`src/ioc_map.vh`:
```
// Register map, field positions, reset values and timing for the
// interrupt output conditioner. Assumes a 10 MHz system clock.
`ifndef IOC_MAP_VH
`define IOC_MAP_VH
`define IOC_ADDR_CFG      8'h54
`define IOC_ADDR_STS      8'h58
`define IOC_ADDR_EN       8'h5c
`define IOC_ADDR_SRC      8'h60
`define IOC_ADDR_SRST     8'h64
`define IOC_F_IVL_HI      31
`define IOC_F_IVL_LO      24
`define IOC_F_CLR         14
`define IOC_F_ACT         13
`define IOC_F_MASTER      12
`define IOC_F_EN          8
`define IOC_F_POL         4
`define IOC_F_TYPE        0
`define IOC_RST_IVL       8'h00
`define IOC_CLK_HZ        10000000
`define IOC_STEP_US       10
`define IOC_STEP_CYC      ((`IOC_CLK_HZ / 1000000) * `IOC_STEP_US)
`endif

```
`src/ioc_top.v`:
```
// Interrupt output conditioner: Wishbone classic slave, source status
// and enables, hold-off timer and the pin driver.
// Assumes sources are synchronous to clk_i; the pin wire is resolved
// outside from irq_pin_o / irq_oe_o.
`timescale 1ns/1ns
`include "ioc_map.vh"
module ioc_top #(
  parameter NSRC = 8
) (
  input  wire            clk_i,
  input  wire            rst_i,
  input  wire            cyc_i,
  input  wire            stb_i,
  input  wire            we_i,
  input  wire [7:0]      adr_i,
  input  wire [3:0]      sel_i,
  input  wire [31:0]     dat_i,
  output reg  [31:0]     dat_o,
  output reg             ack_o,
  input  wire [NSRC-1:0] src_event_i,
  output reg             irq_pin_o,
  output reg             irq_oe_o
);
  localparam integer STEP_CYC_I = `IOC_STEP_CYC;
  localparam [15:0]  STEP_CYC   = STEP_CYC_I[15:0];

  reg  [7:0]      ivl_q;
  reg             en_q;
  reg             pol_q;
  reg             type_q;
  reg  [NSRC-1:0] sts_q;
  reg  [NSRC-1:0] ien_q;
  reg  [15:0]     pre_q;
  reg  [7:0]      cnt_q;
  reg             act_q;
  reg             asserted_q;
  reg             soft_q;
  wire            wr;
  wire            rd_req;
  wire            soft_rst;
  wire            master;
  wire            clr_req;
  wire            fwd;
  wire            drive;

  ////////////////////////////////////////////////////////////////////////
  // Bus decode: one wait state, ack for any address, unmapped reads 0
  assign wr     = cyc_i & stb_i & we_i & ~ack_o;
  assign rd_req = cyc_i & stb_i & ~ack_o;

  always @(posedge clk_i) begin
    if (rst_i) begin
      ack_o <= 1'b0;
      dat_o <= 32'h0000_0000;
    end else begin
      ack_o <= rd_req;
      dat_o <= 32'h0000_0000;
      if (rd_req && !we_i) begin
        case (adr_i)
          `IOC_ADDR_CFG: begin
            dat_o[`IOC_F_IVL_HI:`IOC_F_IVL_LO] <= ivl_q;
            dat_o[`IOC_F_ACT]    <= act_q;
            dat_o[`IOC_F_MASTER] <= master;
            dat_o[`IOC_F_EN]     <= en_q;
            dat_o[`IOC_F_POL]    <= pol_q;
            dat_o[`IOC_F_TYPE]   <= type_q;
          end
          `IOC_ADDR_STS: dat_o[NSRC-1:0] <= sts_q;
          `IOC_ADDR_EN:  dat_o[NSRC-1:0] <= ien_q;
          default:       dat_o <= 32'h0000_0000;
        endcase
      end
    end
  end

  // Digital soft reset: a one-cycle pulse from a write of bit 0
  assign soft_rst = soft_q;
  always @(posedge clk_i) begin
    if (rst_i)
      soft_q <= 1'b0;
    else
      soft_q <= wr && adr_i == `IOC_ADDR_SRST && sel_i[0] && dat_i[0];
  end

  ////////////////////////////////////////////////////////////////////////
  // Configuration register
  assign clr_req = wr && adr_i == `IOC_ADDR_CFG && sel_i[1] &&
                   dat_i[`IOC_F_CLR];

  always @(posedge clk_i) begin
    if (rst_i) begin
      pol_q  <= 1'b0;
      type_q <= 1'b0;
    end else if (wr && adr_i == `IOC_ADDR_CFG && sel_i[0]) begin
      pol_q  <= dat_i[`IOC_F_POL];
      type_q <= dat_i[`IOC_F_TYPE];
    end
  end

  // Soft reset spares polarity and driver type on purpose
  always @(posedge clk_i) begin
    if (rst_i || soft_rst) begin
      ivl_q <= `IOC_RST_IVL;
      en_q  <= 1'b0;
      ien_q <= {NSRC{1'b0}};
    end else if (wr) begin
      if (adr_i == `IOC_ADDR_CFG && sel_i[3])
        ivl_q <= dat_i[`IOC_F_IVL_HI:`IOC_F_IVL_LO];
      if (adr_i == `IOC_ADDR_CFG && sel_i[1])
        en_q <= dat_i[`IOC_F_EN];
      if (adr_i == `IOC_ADDR_EN)
        ien_q <= dat_i[NSRC-1:0];
    end
  end

  ////////////////////////////////////////////////////////////////////////
  // Source status: event sets win over a write-one clear
  always @(posedge clk_i) begin
    if (rst_i || soft_rst)
      sts_q <= {NSRC{1'b0}};
    else if (wr && adr_i == `IOC_ADDR_STS)
      sts_q <= (sts_q & ~dat_i[NSRC-1:0]) | src_event_i;
    else
      sts_q <= sts_q | src_event_i;
  end

  assign master = |(sts_q & ien_q);

  ////////////////////////////////////////////////////////////////////////
  // Hold-off timer
  always @(posedge clk_i) begin
    if (rst_i || soft_rst) begin
      pre_q      <= 16'h0000;
      cnt_q      <= 8'h00;
      act_q      <= 1'b0;
      asserted_q <= 1'b0;
    end else begin
      asserted_q <= drive;
      if (ivl_q == 8'h00) begin
        // Disabled: counter cleared, pending interrupt passes at once
        pre_q <= 16'h0000;
        cnt_q <= 8'h00;
        act_q <= 1'b0;
      end else if (clr_req || (asserted_q && !drive)) begin
        pre_q <= 16'h0000;
        cnt_q <= 8'h00;
        act_q <= 1'b1;
      end else if (act_q) begin
        if (pre_q == STEP_CYC - 16'h0001) begin
          pre_q <= 16'h0000;
          if (cnt_q + 8'h01 >= ivl_q) begin
            cnt_q <= 8'h00;
            act_q <= 1'b0;
          end else
            cnt_q <= cnt_q + 8'h01;
        end else
          pre_q <= pre_q + 16'h0001;
      end
    end
  end

  ////////////////////////////////////////////////////////////////////////
  // Pin driver
  assign fwd   = master & ~act_q;
  assign drive = fwd & en_q;

  always @(posedge clk_i) begin
    if (rst_i) begin
      irq_pin_o <= 1'b0;
      irq_oe_o  <= 1'b0;
    end else if (!type_q) begin
      irq_pin_o <= 1'b0;
      irq_oe_o  <= drive;
    end else begin
      irq_pin_o <= pol_q ? drive : ~drive;
      irq_oe_o  <= 1'b1;
    end
  end
endmodule

```
`config.mk`:
```
export PLATFORM = sky130hd
export DESIGN_NAME = ioc_top
export DESIGN_NICKNAME = d
export VERILOG_FILES = /design/src/ioc_top.v
export VERILOG_INCLUDE_DIRS = /design/src
export SDC_FILE = /design/constraint.sdc
export NUM_CORES = 1
export LEC_CHECK = 0
export ABC_AREA = 0
export BUFFER_PORTS_ARGS = -buffer_cell sky130_fd_sc_hd__buf_2
export CORE_MARGIN = 2
export CORE_UTILIZATION = 52
export DETAILED_ROUTE_END_ITERATION = 10
export PLACE_DENSITY = 0.79
export SYNTH_ARGS = -nofsm -noshare
export SYNTH_HDL_FRONTEND = slang
export SYNTH_SLANG_ARGS = --single-unit
```
`constraint.sdc`:
```
create_clock -name clk_i -period 2.75 [get_ports clk_i]
set_input_delay 0 -clock clk_i [delete_from_list [all_inputs] [get_ports clk_i]]
set_output_delay 0 -clock clk_i [all_outputs]
set_load 0.02 [all_outputs]
```
After elaboration in Yosys (flattened, before gate mapping)
Index checks and enable logic that the tools add are counted.
Widths: inputs -> output; s select.

word-level totals
  register bits after elaboration = 89
  bits in latches = 0
  bits in writable memories = 0
  memory bits (read-only) = 0
  input port bits = 57
  memories kept = 0

cells by class
  $add $sub $neg = 2
  multipliers = 0
  div/mod/pow operators = 0
  order comparisons = 1
  equality and inequality tests = 5
  shift-type cells = 0
  muxes and demuxes = 13
  bitwise logic cells = 17
  reductions and logical operators = 27

operators by type and width
  cell                   count
  $eq 8x7->1 const B     4
  $add 16x1->16 const B  1
  $and 8x8->8            2
  $eq 16x7->1 const B    1
  $mux 16                1
  $mux 8                 2
  $or 8x8->8             2
  $logic_and 1x1->1      12
  $pmux 3 s2             2
  $add 8x1->8 const B    1
  $ge 8x8->1             1
  $logic_not 8->1        1
  $not 8->8              1
  $reduce_and 2->1       4
  $reduce_or 8->1        1
  $and 1x1->1            6
  $mux 1                 6
  $not 1->1              6
  $pmux 1 s3             2
  $reduce_or 2->1        3
  $reduce_or 3->1        2
  $logic_not 1->1        2
  $logic_or 1x1->1       2

Longest topological paths before layout
  word-level depth = 8
  mapped depth = 11

Worst setup path before layout
Ideal clock, no wire load.

  path kind = reg2reg
  from = register cnt_q[2]
  to = register cnt_q[3]
  library setup time = 0.074 ns
  arrival = 2.263 ns
  data required time = 2.676 ns
  slack = 0.413 ns
  stages on the path, launching flop included = 11
  path buffers = 1
  period minus slack after synthesis = 2.337 ns
  path through = dfxtp_1 nand3_1 nor3_1 xor2_1 ha_1 nand2_1 nor2_1 a211oi_1 dlygate4sd1_1 nand4_1 a31oi_1

between the ends
  cells in the longest elaborated chain, start to end = 3

ends and longest elaborated chain
  element                   line                          text
  start: declaration        ioc_top.v:34                  reg [7:0] cnt_q;
  start signal: assignment  ioc_top.v:155                 cnt_q <= cnt_q + 8'h01;
  $add 8x1->8 *             ioc_top.v:151, ioc_top.v:155
  $ge 8x8->1                ioc_top.v:151                 if (cnt_q + 8'h01 >= ivl_q) begin
  $mux 8 *                  ioc_top.v:151

Every way passes the cells marked *; elsewhere a longest branch is shown, timed or not.
A chain may end at the register's enable or synchronous reset.

Worst setup path after layout
  from = register ack_o
  to = register sts_q[0]

between the ends
  cells in the longest elaborated chain, start to end = 4

ends and longest elaborated chain
  element                             line           text
  start: declaration                  ioc_top.v:19   output reg ack_o,
  start signal: assignment            ioc_top.v:56   ack_o <= rd_req;
  $not 1->1                           ioc_top.v:48   assign wr = cyc_i & stb_i & we_i & ~ack_o;
  $and 1x1->1                         ioc_top.v:48
  $logic_and 1x1->1 (no source line)  n/a
  $mux 8                              ioc_top.v:121  else if (wr && adr_i == `IOC_ADDR_STS)
  end signal: assignment              ioc_top.v:120  sts_q <= {NSRC{1'b0}};
  end signal: assignment              ioc_top.v:122  sts_q <= (sts_q & ~dat_i[NSRC-1:0]) | src_event_i;
  end signal: assignment              ioc_top.v:124  sts_q <= sts_q | src_event_i;
  end: declaration                    ioc_top.v:31   reg [NSRC-1:0] sts_q;

Every way passes these cells.

==> impl_metrics.csv <==
group,metric,value,unit
sta,fmax,0.392,GHz
logic_synthesis,yosysSeqAreaShare,0.443,
grt,antenna_found_initial,0,
min_path,hold_class,"input port to register",
setup_path,regToRegSetupSlack,0.20,ns
grt,grt_pass1_wl,13800,µm
setup_path,cp-start-kind,"register",
cts,clk_latency,0.35,ns
logic_synthesis,synth_common_cells,"dfxtp_1 (76), nor2_1 (50), nand2_1 (46)",
power,pwr-share-seq,0.536,
logic_synthesis,synth-seq-cells,76,
grt,grt_max_degree,27,
logic_synthesis,yosysMostFrequentCell,"dfxtp_1",
route,vias,3112,
route,detail-route-antenna-nets,0,
placed_design,preCtsSetupSlack,0.151,ns
layout,final_area,4320,µm²
setup_path,rr_worst_depth,6,
logic_synthesis,synthFlopType,"dfxtp_1",
placed_design,port_buffers,63,
floorplan,rows,29,
power,totalPowerFinal,0.00209,W
floorplan,fp.dieArea,7270,µm²
floorplan,ios,92,
layout,syn2layout_area_growth,26.0,%
logic_synthesis,synth_cells,385,
min_path,min_from,"sel_i[1]",
layout,drive_above_1_share,0.201,
logic_synthesis,synth_top_area_frac,0.443,
setup_path,endpoint_kind,"register",
cts,numCtsBuffers,9,
route,drt_first_iter_violations,223,
layout,final_nets,556,
grt,grt_pass1_vias,3069,
power,p_switching,0.000450,W
setup_path,required,2.98,ns
min_path,min_path_cells,4,
cts,cts.sinks,76,
sta,max-slew-margin-rel,0.414,
job,maxCapViolCount,0,
sta,hold_ws,0.0217,ns
logic_synthesis,synthArstFlopShare,0,
route,wl_per_cell,14.5,µm
placed_design,dp_hpwl,5410,µm
logic_synthesis,syn_area_per_cell,8.91,µm²
placed_design,post_dp_cell_area,3730,µm²
min_path,hold_end,"en_q",
cts,root_buffer,"clkbuf_8",
setup_path,worstReg2RegEnd,"sts_q[0]",
power,pwr-share-clk,0.402,
setup_path,cp_max_fo,8,
floorplan,fp.dieW,85.2,µm
layout,diodes,0,
power,p_sw_frac,0.216,
sta,layout_min_cycle_time,2.55,ns
logic_synthesis,syn_area,3430,µm²
grt,grt_use_total,0.239,
floorplan,coreArea,6350,µm²
setup_path,path_cells,"nand4b_1 -> nor4_2 -> nand2_1 -> a21oi_1 -> dlygate4sd3_1 -> nor2_1",
sta,worst_pin_slew,0.872,ns
cts,clk_pin_slew,0.07,ns
setup_path,critPathKind,"register to register",
setup_path,crit_family,"simple AND/OR/NAND/NOR gates",
floorplan,chipHeight,85.2,µm
logic_synthesis,synth_edf_count,0,
route,dr.pass1.iters,5,
sta,setup_ws,0.202,ns
power,ir_worst_vdd,0.505,mV
route,drcViolationCount,0,
grt,overflow,0,
cts,h-tree-depth,3,
logic_synthesis,yosysWarnings,0,
cts,clk_path_buf_depth,2,
sta,fin_setup_tns,0,ns
setup_path,critical-path-max-stage-delay,0.80,ns
power,power_density,482,nW/µm²
route,drt-total-wl,8240,µm
setup_path,cp_num_buf_inv,1,
setup_path,cp_slowest_cell,"nor4_2",
sta,rsz0062_at_grt,"false",
logic_synthesis,ys_top_cells_by_area,"dfxtp_1 (44%), nor2_1 (5.5%), nand2_1 (5.0%)",
logic_synthesis,synth_top_cell_by_area,"dfxtp_1",
sta,hold_viol,0,
placed_design,globalplace.congestion,0.877,
sta,skew,0.0105,ns
setup_path,crit_arrival,2.78,ns
route,drt-vias-per-instance,5.47,
status,outcome,"complete, no violations",
power,p_int,0.00164,W
power,p_leak,1.80,nW
layout,fillCellCount,483,
floorplan,initial_core_util,0.540,
sta,finalSetupViolCount,0,
power,power_frac_comb,0.062,
logic_synthesis,synth_cell_types,54,
setup_path,r2r-start,"ack_o",
sta,drv_slew,0,
cts,cts_tree,"yes",
sta,period_share,0.927,
==> final cells by class <==
class / instances / area [µm²] / share of cell area
Multi-Input combinational cell: 281 / 1720 / 0.397
Sequential cell: 76 / 1520 / 0.352
Timing Repair Buffer: 107 / 746 / 0.172
Clock buffer: 12 / 155 / 0.0359
Tap cell: 77 / 96.3 / 0.0223
Inverter: 14 / 52.6 / 0.0122
Clock inverter: 2 / 35.0 / 0.00810
==> worst register-to-register path: stages (launching register included) <==
cell and delay (ns):
dfxtp_1 0.33, nand4b_1 0.32, nor4_2 0.80, nand2_1 0.15, a21oi_1 0.19, dlygate4sd3_1 0.60
nor2_1 0.05
==> routing by layer <==
metal  vias up  routed length (µm)  track usage
li1       1511                   -            -
met1      1423                3350        0.278
met2       144                3970        0.397
met3        34                 574       0.0545
met4         0                 347        0.149
met5         -                   0            0
==> power by group through the flow <==
stage               clock (W)  combinational, W  sequential [W]
global placement            0         0.0000800         0.00114
finish               0.000839          0.000130         0.00112
CTS                  0.000854          0.000125         0.00112
global route         0.000903          0.000140         0.00112
detailed placement          0         0.0000813         0.00114
floorplan                   0         0.0000525         0.00114
==> registers in the layout, summed over array words and instances, names as in the netlist <==
name,count
pol_q,1
ack_o,1
asserted_q,1
act_q,1
irq_pin_o,1
type_q,1
soft_q,1
pre_q,16
cnt_q,8
ien_q,8
ivl_q,8
irq_oe_o,1
dat_o,19
sts_q,8
en_q,1
==> how the worst max path moves through the flow <==
stage	from	end	slack, ns	depth (start not counted)
4_1_cts	cnt_q[0]	cnt_q[1]	0.13	9
6_report	ack_o	sts_q[0]	0.20	6
2_1_floorplan	cnt_q[2]	cnt_q[3]	0.41	10
3_3_place_gp	cnt_q[0]	cnt_q[2]	0.22	9
3_5_place_dp	cnt_q[0]	cnt_q[2]	0.15	9
5_1_grt	cnt_q[2]	cnt_q[7]	0.04	10
==> kinds of logic after synthesis <==
kind of cell,synth area share
simple gates,0.262
flops,0.443
compound gates,0.0999
buf+inv,0.0696
xor+xnor,0.0485
mux,0.0386
fa+ha+maj,0.0365
other cells,0.00109
==> what timing repair did <==
item / 4_1_cts / 5_1_grt
endpoints found under the hold margin: 31 / 0
setup endpoints to repair: 0 / 9
hold buffers: 40 / 0
resized for setup: 0 / 1
buffers inserted: 0 / 0
==> metrics by stage <==
step	util	instances
after floorplan	-	397
after global placement	0.588	515
after detailed placement	0.588	515
after CTS	0.681	569
after global routing	0.681	569
final	0.681	569
==> cell usage in the layout (no fill, tap or decap), drive strengths merged, types with 10 or more instances in the layout <==
master	synthesis	final
buf	18	67
mux2i	11	11
clkbuf	7	12
ha	10	10
nand3	12	12
dlygate4sd3	0	40
nor2	50	50
conb	1	13
and2	10	10
dfxtp	76	76
inv	14	14
nand4	11	11
nand2	48	48
xor2	10	10
a21oi	27	27
(Power assumes the default switching activity.)
